===== config.mk =====
export PLATFORM = sky130hd
export DESIGN_NAME = watchdog_and_reset_sequencer
export DESIGN_NICKNAME = d
export VERILOG_FILES = /design/src/tick_counter.v /design/src/watchdog_counter.v /design/src/watchdog_and_reset_sequencer.v
export VERILOG_INCLUDE_DIRS = /design/src /design/src/common
export SDC_FILE = /design/constraint.sdc
export NUM_CORES = 1
export LEC_CHECK = 0
export BUFFER_PORTS_ARGS = -buffer_cell sky130_fd_sc_hd__buf_2
export CAP_MARGIN = 10
export CELL_PAD_IN_SITES_DETAIL_PLACEMENT = 1
export CELL_PAD_IN_SITES_GLOBAL_PLACEMENT = 1
export CORE_MARGIN = 8
export CORE_UTILIZATION = 45
export CTS_BUF_LIST = sky130_fd_sc_hd__clkbuf_2
export DETAILED_ROUTE_END_ITERATION = 6
export PLACE_DENSITY_LB_ADDON = 0.1
export SETUP_SLACK_MARGIN = 0.4
export SYNTH_ARGS = -nofsm -noshare
export SYNTH_HDL_FRONTEND = slang
export SYNTH_SLANG_ARGS = --single-unit

===== constraint.sdc =====
create_clock -name clk -period 9.7 [get_ports clk]
set_input_delay 0.97 -clock clk [delete_from_list [all_inputs] [get_ports clk]]
set_output_delay 0.97 -clock clk [all_outputs]
set_load 0.05 [all_outputs]

===== src/common/wdt_reset_regs.vh =====
`ifndef WDT_RESET_REGS_VH
`define WDT_RESET_REGS_VH

// Reset sequencing counts
`define RST_POR_OSC_CYCLES      7'd66
`define RST_POR_CNT_WIDTH       7
`define RST_SETTLE_CLOCKS       5'd16
`define RST_SETTLE_CNT_WIDTH    5

// Watchdog reload layout
`define WDT_RELOAD_WIDTH        24
`define WDT_BYTE_WIDTH          8
`define WDT_UPPER_LSB           16
`define WDT_HIGH_LSB            8
`define WDT_LOW_LSB             0

// Reload reset values
`define WDT_UPPER_RESET         8'h00
`define WDT_HIGH_RESET          8'h04
`define WDT_LOW_RESET           8'h00

// Refresh lockout, least legal reload and terminal count
`define WDT_NO_REFRESH_COUNT    24'h000002
`define WDT_MIN_RELOAD          24'h000004
`define WDT_TERMINAL_COUNT      24'h000001

// Watchdog oscillator timing
`define WDT_OSC_FREQ_HZ         10000
`define WDT_MS_PER_S            1000
`define WDT_TICKS_PER_MS        (`WDT_OSC_FREQ_HZ / `WDT_MS_PER_S)

`endif


===== src/tick_counter.v =====
`include "wdt_reset_regs.vh"

module tick_counter #(
  parameter WIDTH = 7,
  parameter [WIDTH-1:0] TERMINAL = 7'd66
) (
  input  wire clk,
  input  wire rst,
  input  wire clear,
  input  wire step,
  output reg  done
);

  reg [WIDTH-1:0] count;

  // Counts steps until done or cleared; count and done hold until cleared
  always @(posedge clk or posedge rst) begin
    if (rst) begin
      count <= {WIDTH{1'b0}};
      done  <= 1'b0;
    end else if (clear) begin
      count <= {WIDTH{1'b0}};
      done  <= 1'b0;
    end else if (step && !done) begin
      if (count == TERMINAL - {{(WIDTH-1){1'b0}}, 1'b1}) begin
        done <= 1'b1;
      end
      count <= count + {{(WIDTH-1){1'b0}}, 1'b1};
    end
  end

endmodule


===== src/watchdog_counter.v =====
`include "wdt_reset_regs.vh"

module watchdog_counter (
  input  wire                         clk,
  input  wire                         rst,
  input  wire                         load,
  input  wire                         run,
  input  wire                         tick,
  input  wire [`WDT_RELOAD_WIDTH-1:0] reloadValue,
  output reg  [`WDT_RELOAD_WIDTH-1:0] count,
  output reg                          expire,
  output wire                         refreshAllowed
);

  // Near the end a late refresh must not rescue a stuck program
  assign refreshAllowed = (count > `WDT_NO_REFRESH_COUNT); // RL17

  always @(posedge clk or posedge rst) begin
    if (rst) begin
      count  <= {`WDT_UPPER_RESET, `WDT_HIGH_RESET, `WDT_LOW_RESET};
      expire <= 1'b0;
    end else begin
      expire <= 1'b0;
      if (load) begin
        count <= reloadValue; // RL20
      end else if (run && tick) begin // RL11
        if (count <= `WDT_TERMINAL_COUNT) begin
          // Terminal count: fire and rearm from reload
          count  <= reloadValue; // RL9
          expire <= 1'b1; // RL9
        end else begin
          count <= count - `WDT_TERMINAL_COUNT;
        end
      end
    end
  end

endmodule


===== src/watchdog_and_reset_sequencer.v =====
// Contract
// (RL1) Supply above power-on threshold starts 66 watchdog-oscillator cycle count under reset.
// (RL2) After that count, 16 system clocks settle before reset may release.
// (RL3) System reset holds until both counters have expired; a watchdog reset here waits for the settle count only.
// (RL4) On release the processor starts by fetching the reset vector.
// (RL5) Completed power-on reset sets the power-on status flag.
// (RL6) Supply below brown-out threshold forces system reset.
// (RL7) Below power-on threshold reset holds; rising again reruns the whole sequence.
// (RL8) Brown-out detector in stop mode follows the brown-out keep option.
// (RL9) Watchdog is a retriggerable one-shot; terminal count fires its response.
// (RL10) Watchdog response selectable as system reset or interrupt request.
// (RL11) Watchdog counter steps only on its own oscillator.
// (RL12) Watchdog is off or on; once on it counts until refreshed.
// (RL13) Refresh instruction or always-on option switches the watchdog on.
// (RL14) With always-on option the watchdog runs from reset without refresh.
// (RL15) Watchdog is a 24-bit down-counter reloaded from three byte registers.
// (RL16) Reload value is upper byte, high byte, low byte, upper most significant.
// (RL17) Refresh requests are ignored once the count reaches 000002H.
// (RL18) Software never programs a reload value below 000004H.
// (RL19) Nominal time-out in milliseconds is reload divided by ten.
// (RL20) Each accepted refresh loads the reload value and restarts counting.
`include "wdt_reset_regs.vh"

module watchdog_and_reset_sequencer (
  input  wire                         clk,
  input  wire                         rst,
  input  wire                         supplyAbovePor,
  input  wire                         brownoutDetector,
  input  wire                         stopMode,
  input  wire                         brownoutStopKeepOption,
  input  wire                         watchdogAlwaysOnOption,
  input  wire                         wdtOscTick,
  input  wire                         watchdogRefreshInstruction,
  input  wire                         timeoutSelectsInterrupt,
  input  wire [`WDT_BYTE_WIDTH-1:0]   writeData,
  input  wire                         writeReloadUpperByte,
  input  wire                         writeReloadHighByte,
  input  wire                         writeReloadLowByte,
  input  wire                         clearPowerOnStatus,
  input  wire                         clearWatchdogStatus,
  input  wire                         clearBrownoutStatus,
  output reg                          systemReset,
  output reg                          fetchResetVector,
  output reg                          powerOnStatus,
  output reg                          watchdogResetStatus,
  output reg                          brownoutStatus,
  output reg                          watchdogInterrupt,
  output reg                          watchdogRunning,
  output reg                          brownoutEnable,
  output reg  [`WDT_BYTE_WIDTH-1:0]   reloadUpperByte,
  output reg  [`WDT_BYTE_WIDTH-1:0]   reloadHighByte,
  output reg  [`WDT_BYTE_WIDTH-1:0]   reloadLowByte,
  output wire [`WDT_RELOAD_WIDTH-1:0] watchdogCount,
  output reg  [`WDT_RELOAD_WIDTH-1:0] nominalTimeoutMs,
  output reg                          reloadBelowMinimum
);

  ////////////////////////////////////////////////////////////////////////////
  // Sequencer states

  localparam [3:0] ST_HOLD   = 4'h1;
  localparam [3:0] ST_POR    = 4'h2;
  localparam [3:0] ST_SETTLE = 4'h4;
  localparam [3:0] ST_RUN    = 4'h8;

  reg  [3:0]                   state;
  reg  [3:0]                   next_state;
  reg                          passedPor;
  reg                          enabledByInstruction;

  wire                         brownoutEnableNow;
  wire                         brownoutActive;
  wire                         supplyLost;
  wire                         porDone;
  wire                         settleDone;
  wire                         wdExpire;
  wire                         refreshAllowed;
  wire                         watchdogOn;
  wire                         refreshAccepted;
  wire                         watchdogLoad;
  wire                         watchdogResetEvent;
  wire                         watchdogIrqEvent;
  wire                         enterRun;
  wire [`WDT_RELOAD_WIDTH-1:0] reloadValue;

  ////////////////////////////////////////////////////////////////////////////
  // Supply supervision

  // Detector stays live in stop mode only when the keep option is set
  assign brownoutEnableNow = !stopMode || brownoutStopKeepOption; // RL8
  assign brownoutActive    = brownoutEnableNow && brownoutDetector; // RL6
  assign supplyLost        = brownoutActive || !supplyAbovePor; // RL7

  ////////////////////////////////////////////////////////////////////////////
  // Power-on and settle counters

  tick_counter #(
    .WIDTH    (`RST_POR_CNT_WIDTH),
    .TERMINAL (`RST_POR_OSC_CYCLES)
  ) u_por_counter (
    .clk   (clk),
    .rst   (rst),
    .clear (state != ST_POR),
    .step  (wdtOscTick), // RL1
    .done  (porDone)
  );

  tick_counter #(
    .WIDTH    (`RST_SETTLE_CNT_WIDTH),
    .TERMINAL (`RST_SETTLE_CLOCKS)
  ) u_settle_counter (
    .clk   (clk),
    .rst   (rst),
    .clear (state != ST_SETTLE),
    .step  (1'b1), // RL2
    .done  (settleDone)
  );

  ////////////////////////////////////////////////////////////////////////////
  // Sequencer

  // Supply loss always wins and restarts from hold, so a dip during
  // the settle count cannot shortcut the oscillator count.
  // A watchdog reset only reruns the settle count: the supply never
  // left its range, so the oscillator count adds nothing.
  always @* begin
    next_state = state;
    case (state)
      ST_HOLD: begin
        if (!supplyLost) begin
          next_state = ST_POR; // RL1
        end
      end
      ST_POR: begin
        if (supplyLost) begin
          next_state = ST_HOLD; // RL7
        end else if (porDone) begin
          next_state = ST_SETTLE; // RL2
        end
      end
      ST_SETTLE: begin
        if (supplyLost) begin
          next_state = ST_HOLD; // RL7
        end else if (settleDone) begin
          next_state = ST_RUN; // RL3
        end
      end
      ST_RUN: begin
        if (supplyLost) begin
          next_state = ST_HOLD; // RL6
        end else if (watchdogResetEvent) begin
          next_state = ST_SETTLE; // RL10
        end
      end
      default: begin
        next_state = ST_HOLD;
      end
    endcase
  end

  assign enterRun = (state != ST_RUN) && (next_state == ST_RUN);

  always @(posedge clk or posedge rst) begin
    if (rst) begin
      state            <= ST_HOLD;
      systemReset      <= 1'b1;
      fetchResetVector <= 1'b0;
      passedPor        <= 1'b0;
    end else begin
      state            <= next_state;
      // Reset stays on in every state but run
      systemReset      <= (next_state != ST_RUN); // RL3
      fetchResetVector <= enterRun; // RL4
      // Remembers that this release follows a power-on count,
      // so a watchdog reset does not raise the power-on flag
      if (state == ST_POR) begin
        passedPor <= 1'b1;
      end else if (enterRun) begin
        passedPor <= 1'b0;
      end
    end
  end

  ////////////////////////////////////////////////////////////////////////////
  // Reset cause flags; a new event wins over a clear in the same cycle

  always @(posedge clk or posedge rst) begin
    if (rst) begin
      powerOnStatus       <= 1'b0;
      watchdogResetStatus <= 1'b0;
      brownoutStatus      <= 1'b0;
    end else begin
      if (enterRun && passedPor) begin
        powerOnStatus <= 1'b1; // RL5
      end else if (clearPowerOnStatus) begin
        powerOnStatus <= 1'b0;
      end
      if (watchdogResetEvent || watchdogIrqEvent) begin
        watchdogResetStatus <= 1'b1;
      end else if (clearWatchdogStatus) begin
        watchdogResetStatus <= 1'b0;
      end
      if (brownoutActive && state != ST_HOLD) begin
        brownoutStatus <= 1'b1;
      end else if (clearBrownoutStatus) begin
        brownoutStatus <= 1'b0;
      end
    end
  end

  ////////////////////////////////////////////////////////////////////////////
  // Reload byte registers

  always @(posedge clk or posedge rst) begin
    if (rst) begin
      reloadUpperByte <= `WDT_UPPER_RESET;
      reloadHighByte  <= `WDT_HIGH_RESET;
      reloadLowByte   <= `WDT_LOW_RESET;
    end else begin
      if (writeReloadUpperByte) begin
        reloadUpperByte <= writeData; // RL15
      end
      if (writeReloadHighByte) begin
        reloadHighByte <= writeData; // RL15
      end
      if (writeReloadLowByte) begin
        reloadLowByte <= writeData; // RL15
      end
    end
  end

  assign reloadValue = {reloadUpperByte, reloadHighByte, reloadLowByte}; // RL16

  ////////////////////////////////////////////////////////////////////////////
  // Time-out estimate

  // Divide at full integer width, then cut; reload over ten always fits 24 bits
  wire [31:0]                  timeoutQuotient;

  assign timeoutQuotient = {8'h00, reloadValue} / `WDT_TICKS_PER_MS; // RL19

  ////////////////////////////////////////////////////////////////////////////
  // Watchdog control

  // Instruction-enable is lost on any system reset; the option is not
  always @(posedge clk or posedge rst) begin
    if (rst) begin
      enabledByInstruction <= 1'b0;
    end else if (state != ST_RUN) begin
      enabledByInstruction <= 1'b0;
    end else if (watchdogRefreshInstruction) begin
      enabledByInstruction <= 1'b1; // RL13
    end
  end

  assign watchdogOn = (state == ST_RUN) &&
                      (enabledByInstruction || watchdogAlwaysOnOption || watchdogRefreshInstruction); // RL14
  assign refreshAccepted = watchdogRefreshInstruction && (state == ST_RUN) && refreshAllowed; // RL17
  // While off the count shadows the reload so switching on starts fresh
  assign watchdogLoad = !watchdogOn || refreshAccepted; // RL20

  watchdog_counter u_watchdog_counter (
    .clk            (clk),
    .rst            (rst),
    .load           (watchdogLoad),
    .run            (watchdogOn), // RL12
    .tick           (wdtOscTick), // RL11
    .reloadValue    (reloadValue),
    .count          (watchdogCount),
    .expire         (wdExpire),
    .refreshAllowed (refreshAllowed)
  );

  // Response select is read at expiry, not latched at enable
  assign watchdogResetEvent = wdExpire && !timeoutSelectsInterrupt && (state == ST_RUN); // RL10
  assign watchdogIrqEvent   = wdExpire && timeoutSelectsInterrupt && (state == ST_RUN); // RL10

  ////////////////////////////////////////////////////////////////////////////
  // Status outputs

  always @(posedge clk or posedge rst) begin
    if (rst) begin
      watchdogInterrupt  <= 1'b0;
      watchdogRunning    <= 1'b0;
      brownoutEnable     <= 1'b1;
      nominalTimeoutMs   <= {`WDT_RELOAD_WIDTH{1'b0}};
      reloadBelowMinimum <= 1'b0;
    end else begin
      watchdogInterrupt  <= watchdogIrqEvent; // RL10
      watchdogRunning    <= watchdogOn; // RL12
      brownoutEnable     <= brownoutEnableNow; // RL8
      // Divider is combinational but only follows rare reload writes
      nominalTimeoutMs   <= timeoutQuotient[`WDT_RELOAD_WIDTH-1:0]; // RL19
      // Flags a reload that risks a time-out no refresh can stop
      reloadBelowMinimum <= (reloadValue < `WDT_MIN_RELOAD); // RL18
    end
  end

endmodule


Word level (Yosys, flattened, before mapping):

Cells that the tools add are included.

* bits of input ports: 24
* word-level logic and storage cells: 109
* flip-flop bits (word level): 102

* reduce and logical (&&, ||, !) cells: 33
* divide/modulo/power cells: 1
* add/sub/neg operators: 3
* equal/unequal tests: 13
* mux-type cells: 34
* magnitude comparators: 3

Operators by type and width (count)
* $mux 24: 3
* $div 24x4->32 const B: 1
* $mux 4: 7
* $gt 24x2->1 const B: 1
* $le 24x1->1 const B: 1
* $lt 24x3->1 const B: 1
* $sub 24x1->24 const B: 1
* $mux 1: 19
* $pmux 4 s4: 1
* $reduce_bool 2->1: 8
* $mux 7: 2
* $logic_and 1x1->1: 13
* $mux 5: 2
* $eq 4x4->1 const B: 2
* $ne 4x4->1 const B: 2
* $add 7x1->7 const B: 1
* $eq 7x7->1 const B: 1
* $logic_or 1x1->1: 6
* $add 5x1->5 const B: 1
* $eq 5x4->1 const B: 1
* $logic_not 1->1: 5
* $eq 4x1->1 const B: 1
* $eq 4x2->1 const B: 1
* $eq 4x3->1 const B: 1
* other kinds (5): 5

Depth between registers and ports, before layout:

Gate-level depths: netlist of run 1.

* word-level depth: 10
* depth in mapped cells: 32
* gate-level depth less buffers: 28

Modules after synthesis:

From an unflattened synthesis of run 1, not the netlist that was laid out.

* cells, all modules: 914
* area total of the unflattened synthesis: 7721.2 um^2

By module, submodules not included
* watchdog_and_reset_sequencer: cells each 643, area an instance 5253.8 um^2, instances 1
* watchdog_counter: cells each 202, area an instance 1729.2 um^2, instances 1
* tick_counter (u_por_counter): cells each 42, area an instance 440.4 um^2, instances 1
* tick_counter (u_settle_counter): cells each 27, area an instance 297.8 um^2, instances 1

Worst setup path after synthesis of run 1:

OpenSTA, ideal clock, no wires.

* kind: register to register
* start: register reloadUpperByte[3]
* end: register nominalTimeoutMs[0]
* slack: 2189 ps
* arrival time: 7379 ps
* stages on the path, launching flop included: 31
* clock period less this slack: 7511 ps
* setup time: 131 ps
* cell sequence: dfrtp_1 buf_2 buf_1 nand2_1 o221a_2 buf_2 nand4_1 or4b_1 buf_2 nor3_4 inv_2 a31oi_4 o221ai_2 a311o_1 o32a_1 maj3_2 a221o_1 mux2_4 a211oi_4 inv_2 buf_6 nor3_2 a211oi_1 a311oi_4 nor3_1 a221o_1 or2_1 a211o_1 a221o_1 o2111ai_1 o22ai_1

* cells in the longest elaborated chain, start to end: 1

RTL lines
* start: declaration: RTL line watchdog_and_reset_sequencer.v:50 `` output reg [`WDT_BYTE_WIDTH-1:0] reloadUpperByte, ``
* start signal: assignment: RTL line watchdog_and_reset_sequencer.v:216 `` reloadUpperByte <= `WDT_UPPER_RESET; ``
* start signal: assignment: RTL line watchdog_and_reset_sequencer.v:221 `reloadUpperByte <= writeData;`
* $div 24x4->32 (no line)
* named net timeoutQuotient[0]: RTL line watchdog_and_reset_sequencer.v:238 `wire [31:0] timeoutQuotient;`
* end signal: assignment: RTL line watchdog_and_reset_sequencer.v:286 `` nominalTimeoutMs <= {`WDT_RELOAD_WIDTH{1'b0}}; ``
* end signal: assignment: RTL line watchdog_and_reset_sequencer.v:293 `` nominalTimeoutMs <= timeoutQuotient[`WDT_RELOAD_WIDTH-1:0]; ``
* end: declaration: RTL line watchdog_and_reset_sequencer.v:54 `` output reg [`WDT_RELOAD_WIDTH-1:0] nominalTimeoutMs, ``

The timed path passes the listed nets, and every way through them passes these cells.
A chain may end at the register's enable or synchronous reset.

Worst setup path after layout of run 1:

* start: register reloadUpperByte[4]
* end: register nominalTimeoutMs[0]

The elaborated chain is that of the path after synthesis.

==> impl_metrics.py, run 1 <==
metrics = {
    "synth": {
        "synth_fa_ha_area_frac": 0.0146,
        "synth-simple-area-share": 0.229,
        "synth_edf_count": 0,
        "synthCells": 913,
        "yosys_warnings": 0,
        "async_flop_share": 1.00,
        "synth.distinct_cells": 103,
        "yosysSeqAreaShare": 0.334,
        "synthTopCellsByArea": "dfrtp_1 (32%), o21ai_0 (5.3%), nand2_1 (4.5%)",
        "synth.mux.area_fraction": 0.0279,
        "avgSynthCellArea_um2": 8.15,
        "synth_top_area_cell": "dfrtp_1",
        "synth_xor_area_frac": 0.0165,
        "synth_top_family_by_area": "compound AO/OA/AOI/OAI gates",
        "synth_top_area_frac": 0.316,
        "ys_seq_elements": 99,
        "synth-compound-area-share": 0.318,
        "syn_area_um2": 7440,
        "synthFlopType": "dfrtp_1",
    },
    "global_routing": {
        "overflow": 0,
        "grt_pass1_wl_um": 41700,
        "grt_pass1_vias": 7795,
        "antenna_found_initial": 1,
        "grt_max_degree": 84,
        "grt.total_usage": 0.250,
    },
    "floorplan": {
        "die_area_um2": 20900,
        "die_h_um": 145,
        "initial_core_util": 0.455,
        "core.rowCount": 47,
        "die_w_um": 145,
        "io_pins": 105,
        "coreArea_um2": 16300,
    },
    "setup_path": {
        "cp.required_ns": 10.27,
        "endpoint_kind": "register",
        "startpoint_type": "register",
        "r2r_cells": 24,
        "rrSetupSlack_ns": 0.98,
        "r2r_start": "reloadUpperByte[4]$_DFFE_PP0P_",
        "worstPathArrival_ns": 9.29,
        "cp_slowest_cell": "a32oi_1",
        "reg2reg_to": "nominalTimeoutMs[0]$_DFF_PP0_",
        "crit_family": "compound AO/OA/AOI/OAI gates",
        "cp_max_fo": 19,
        "crit_chain": "and3b_1 -> a211oi_1 -> o221a_2 -> a221oi_2 -> or4b_1 -> or4_1 -> o2111ai_1 -> o31ai_1 -> o32ai_2 -> nand2_1 -> o32ai_1 -> mux2i_1 -> a32oi_1 -> buf_4 -> o32a_1 -> o221ai_1 -> or3_1 -> o2bb2ai_1 -> a221o_1 -> or2_1 -> a211o_1 -> a221o_1 -> o2111ai_1 -> o22ai_1",
        "worstSetupPathType": "register to register",
        "critical_path_buf_inv_count": 1,
        "slowest_delay_ns": 0.72,
    },
    "final_layout": {
        "final_cell_mix": "buf_2 (101), dfrtp_1 (91), nand2_1 (90)",
        "final_layout_size_suffix_gt1_frac": 0.192,
        "fin_nets": 1001,
        "syn_to_final_growth_pct": 10.3,
        "final_common_cell": "buf_2",
    },
    "timing": {
        "setup_viol": 0,
        "worst_pin_slew_ns": 1.18,
        "fin_tns_setup_ns": 0,
        "hold_ws_ns": 0.209,
        "fin_crit_sh": 0.899,
        "hold_violations": 0,
        "final_max_slew_viol_count": 0,
        "max_freq_mhz": 115,
        "clock_skew_ns": 0.0444,
        "slew_headroom": 0.212,
        "fin_ws_ns": 0.979,
        "rsz0062_at_grt": "false",
        "min_period_ns": 8.72,
    },
    "clock_network": {
        "h-tree-depth": 3,
        "clkTransAtPathRegs_ns": 0.34,
        "root_buffer": "clkbuf_2",
        "cts_made_buffers": 9,
        "clock_sink_count": 99,
        "holdBufCountCts": 0,
        "cts_tree": "yes",
        "clk_path_buf_depth": 2,
        "insertion_delay_ns": 0.65,
    },
    "detailed_routing": {
        "viasPerCell": 6.44,
        "ant_nets": 0,
        "vias": 7699,
        "first_pass_iters": 5,
        "routed_wl_um": 26000,
        "drt-wirelength-per-cell_um": 21.7,
        "drc": 0,
        "drt_iter0_markers": 512,
    },
    "pwr": {
        "seq_power_share": 0.278,
        "ir_worst_vdd_mv": 0.164,
        "p_clk_frac": 0.115,
        "power.share.combinational": 0.606,
        "p_per_area_nw_per_um2": 239,
        "cellLeakagePower_nw": 3.38,
        "switching_share": 0.541,
        "power.switching_w": 0.00106,
        "p_int_w": 0.000902,
        "finalPower_w": 0.00196,
    },
    "place": {
        "port_buffers": 101,
        "dp_hpwl_um": 18800,
        "preCtsSetupSlack_ns": 0.580,
        "gp_congestion": 0.918,
    },
    "min_path": {
        "hp-class": "primary input to async pin",
    },
    "outcome": {
        "outcome": "finished clean",
    },
    "run": {
        "maxCapViolations": 0,
    },
}
## cell type report
type,instances,area [um^2]
fillers,2036,8140
multi-input cells,707,4550
flip-flops and latches,99,2490
repair buffers,113,603
well taps,220,275
inverters,40,153
clock inverters,7,88.8
clock buffers,9,45.0
diodes,1,2.50
## cell families (layout without fill, tap and decap cells)
logic type      after synthesis  count (layout)
simple gates                339             339
compound gates              323             323
buf+inv                     109             169
flops                        99              99
mux                          19              19
xor+xnor                     14              14
fa+ha+maj                     9               9
other cells                   1               4
## worst reg2reg max path: stages, from the launching register on
cell,delay (ns)
dfrtp_1,0.71
and3b_1,0.32
a211oi_1,0.37
o221a_2,0.46
a221oi_2,0.11
or4b_1,0.68
or4_1,0.57
o2111ai_1,0.25
o31ai_1,0.33
o32ai_2,0.57
nand2_1,0.34
o32ai_1,0.34
mux2i_1,0.13
a32oi_1,0.72
buf_4,0.30
o32a_1,0.17
o221ai_1,0.12
or3_1,0.51
o2bb2ai_1,0.20
a221o_1,0.29
or2_1,0.28
a211o_1,0.35
a221o_1,0.35
o2111ai_1,0.11
o22ai_1,0.12
## stage by stage
step	cells	util	cell area, um^2
after floorplan	915	-	7450
final	1196	0.502	8210
after CTS	1189	0.497	8120
after global routing	1196	0.502	8210
after global placement	1173	0.489	7990
after detailed placement	1173	0.489	7990
## sequential cells by signal (all words and copies together), names as in the netlist, 4 cells and up
signal,count
nominalTimeoutMs,21
reloadHighByte,8
reloadLowByte,8
reloadUpperByte,8
state,4
u_por_counter.count,7
u_settle_counter.count,5
u_watchdog_counter.count,24
## synth_stat cells (8+ instances only)
cell	instances
dfrtp_1	94
nand2_1	90
nor2_1	81
o21ai_0	79
a21oi_1	52
clkbuf_1	47
nor3_1	38
inv_1	36
nand3_1	21
nand4_1	19
a211oi_1	17
a22oi_1	14
a31oi_1	14
nor4_1	14
o22ai_1	13
or3_1	12
and3_1	11
buf_2	11
mux2_2	10
and2_1	9
xnor2_1	9
mux2i_1	8
o211ai_1	8
## repair_timing
item	4_1_cts	5_1_grt
setup buffers	0	5
endpoints found under the setup margin	0	3
endpoints found under the hold margin	0	0
gates resized for setup	0	7
## worst max-delay path by stage
stage,to,slack [ns],start,cells after the start
finish,nominalTimeoutMs[0]$_DFF_PP0_,0.98,reloadUpperByte[4]$_DFFE_PP0P_,24
global route,nominalTimeoutMs[0]$_DFF_PP0_,0.48,reloadUpperByte[4]$_DFFE_PP0P_,25
CTS,nominalTimeoutMs[0]$_DFF_PP0_,0.55,reloadUpperByte[7]$_DFFE_PP0P_,26
detailed placement,nominalTimeoutMs[0]$_DFF_PP0_,0.58,reloadUpperByte[7]$_DFFE_PP0P_,26
global placement,nominalTimeoutMs[0]$_DFF_PP0_,0.97,reloadUpperByte[7]$_DFFE_PP0P_,26
floorplan,nominalTimeoutMs[0]$_DFF_PP0_,2.19,reloadUpperByte[3]$_DFFE_PP0P_,30
## power groups by stage
stage / registers [W] / clock network (W) / logic (W)
after floorplan: 0.000716 / 0 / 0.000717
after global placement: 0.000549 / 0 / 0.00111
after detailed placement: 0.000552 / 0 / 0.00114
after CTS: 0.000545 / 0.000233 / 0.00115
after global routing: 0.000556 / 0.000247 / 0.00128
final: 0.000547 / 0.000226 / 0.00119
## layer usage
layer / vias to the layer above / wire length, um / GRT usage
li1: 3562 / - / -
met1: 3848 / 11500 / 0.325
met2: 227 / 12600 / 0.414
met3: 62 / 1160 / 0.0310
met4: 0 / 745 / 0.102
met5: - / 0 / 0
Note: power is estimated with default switching activity, not from simulation.
==> run 2, diff against run 1 <==
ABC_AREA = 1   (was not set)
CORE_UTILIZATION = 43   (was 45)
==> impl_metrics.py, run 2 <==
metrics = {
    "floorplan": {
        "die_area_um2": 18600,
        "die_w_um": 136,
        "coreArea_um2": 14400,
        "die_h_um": 136,
        "core.rowCount": 44,
        "initial_core_util": 0.434,
        "io_pins": 105,
    },
    "global_routing": {
        "grt_max_degree": 57,
        "overflow": 0,
        "grt_pass1_wl_um": 31900,
        "grt.total_usage": 0.214,
        "antenna_found_initial": 1,
        "grt_pass1_vias": 6423,
    },
    "setup_path": {
        "startpoint_type": "register",
        "worstSetupPathType": "register to register",
        "cp.required_ns": 10.29,
        "cp_slowest_cell": "dfrtp_1",
        "endpoint_kind": "register",
        "worst_path_most_repeated_cell": "nand2_2",
        "worstPathArrival_ns": 8.05,
        "cp_max_fo": 10,
        "r2r_start": "reloadUpperByte[7]$_DFFE_PP0P_",
        "slowest_delay_ns": 0.62,
        "cp-startpoint": "reloadUpperByte[7]$_DFFE_PP0P_",
    },
    "synth": {
        "async_flop_share": 1.00,
        "synth_edf_count": 0,
        "syn_area_um2": 6240,
        "synth.distinct_cells": 39,
        "yosys_warnings": 0,
        "synth_top_area_cell": "dfrtp_1",
        "synthCells": 836,
        "synthFlopType": "dfrtp_1",
        "synth.most_common_cell": "nand2_1",
        "yosysSeqAreaShare": 0.398,
        "ys_seq_elements": 99,
        "synthTopCellsByArea": "dfrtp_1 (38%), nand2_1 (11%), nand3_1 (7.0%)",
        "synth_top_area_frac": 0.377,
        "yosys-top-cells-count": "nand2_1 (180), inv_1 (104), dfrtp_1 (94)",
        "avgSynthCellArea_um2": 7.46,
    },
    "timing": {
        "slew_headroom": 0.269,
        "rsz0062_at_grt": "false",
        "final_max_slew_viol_count": 0,
        "hold_violations": 0,
        "fin_crit_sh": 0.769,
        "worst_pin_slew_ns": 1.10,
        "max_freq_mhz": 134,
        "setup_viol": 0,
        "clock_skew_ns": 0.0430,
        "min_period_ns": 7.46,
        "fin_tns_setup_ns": 0,
    },
    "final_layout": {
        "syn_to_final_growth_pct": 13.2,
        "final_cell_mix": "nand2_1 (180), inv_1 (103), buf_2 (101)",
        "largest_register_ffs": 24,
        "fillers": 1892,
        "final_layout_size_suffix_gt1_frac": 0.260,
        "multi_input_area_um2": 3180,
        "regMostFlops": "u_watchdog_counter.count",
        "final_area_um2": 7060,
        "reg.largest.list": "u_watchdog_counter.count: 24 flops, nominalTimeoutMs: 21 flops",
        "final_common_cell": "nand2_1",
        "seq_area_um2": 2480,
        "fin_nets": 966,
    },
    "detailed_routing": {
        "vias": 6002,
        "drc": 0,
        "drt_iter0_markers": 333,
        "ant_nets": 0,
        "drt-wirelength-per-cell_um": 17.0,
        "routed_wl_um": 19100,
        "viasPerCell": 5.34,
        "first_pass_iters": 5,
    },
    "place": {
        "postPlaceCellArea_um2": 6920,
        "dp_hpwl_um": 14900,
        "port_buffers": 101,
        "gp_congestion": 0.850,
    },
    "clock_network": {
        "clkTransAtPathRegs_ns": 0.32,
        "root_buffer": "clkbuf_2",
        "cts_made_buffers": 9,
        "cts_resized": 0,
        "post-cts-setup-buffers": 0,
        "clk_path_buf_depth": 2,
        "h-tree-depth": 3,
        "insertion_delay_ns": 0.66,
        "cts_tree": "yes",
        "holdBufCountCts": 0,
        "clock_sink_count": 99,
    },
    "outcome": {
        "outcome": "finished clean",
    },
    "min_path": {
        "hp-class": "primary input to async pin",
    },
    "run": {
        "maxCapViolations": 0,
    },
}
run 2: changes by cell type after synthesis, moves of 15 or more:
cell      previous run  this run
inv_2                2        26
nand2_4              0        20
nor3_1              38        14
nand3_2              0        15
o21ai_0             79        63
nand2_2              0        56
nand2_1             90       180
nor2_1              81        44
a21oi_1             52        17
clkbuf_1            47        12
nand3_1             21        87
inv_1               36       104
run 2: worst max-delay path: cells and delay by family, from the launching register on:
family	cells	cell delay, ns
buffers and inverters	7	0.44
AND/OR/NAND/NOR	66	6.05
AO/OA/AOI/OAI	2	0.31
flip-flops	1	0.62
run 2: path summary, 6_finish.rpt:
check	endpoint	slack (ns)	cells past startpoint
max in group asynchronous	u_watchdog_counter.expire$_DFF_PP0_	8.20	3
min	reloadLowByte[7]$_DFFE_PP0P_	0.34	2
max	nominalTimeoutMs[0]$_DFF_PP0_	2.24	75
min in group clk	brownoutEnable$_DFF_PP1_	0.42	2
max reg2reg	nominalTimeoutMs[0]$_DFF_PP0_	2.24	75
min reg2reg	u_settle_counter.count[3]$_DFFE_PP0P_	0.50	1
run 2: cells by family (layout without fill, tap and decap cells):
| kind of cell | after synthesis | in the layout | share of synthesized area |
|---|---|---|---|
| DFF | 99 | 99 | 0.398 |
| xor gates and xnor gates | 11 | 11 | 0.0154 |
| other | 1 | 4 | 0.000601 |
| adders and majority gates | 7 | 7 | 0.0140 |
| and+or+nand+nor | 441 | 441 | 0.358 |
| buffers and inverters | 149 | 251 | 0.0927 |
| AOI/OAI and AO/OA | 128 | 128 | 0.121 |
run 2: metal layers:
metal	vias to the layer above	GRT usage	share of wire
li1	2916	-	-
met1	2967	0.265	0.43
met2	102	0.372	0.51
met3	17	0.0307	0.046
met4	0	0.0744	0.017
met5	-	0	0
run 2: final cells by class:
cell class	instances	share of cell area
Antenna cell	1	0.000354
Clock buffer	9	0.00638
Clock inverter	7	0.0142
Inverter	132	0.0705
Multi-Input combinational cell	590	0.451
Sequential cell	99	0.352
Tap cell	184	0.0326
Timing Repair Buffer	103	0.0737
run 2: through the flow:
step / setup slack (ns) / hold slack, ns / util / cells
2_1_floorplan: 2.91 / 0.433 / - / 838
3_3_place_gp: 2.73 / 0.460 / 0.481 / 1108
3_5_place_dp: 2.25 / 0.459 / 0.481 / 1108
4_1_cts: 2.21 / 0.329 / 0.491 / 1124
5_1_grt: 1.33 / 0.360 / 0.492 / 1125
6_report: 2.24 / 0.341 / 0.492 / 1125
Power of run 2 is not shown: default switching activity piles up to over one toggle a cycle in this logic, so the estimate is an artifact.
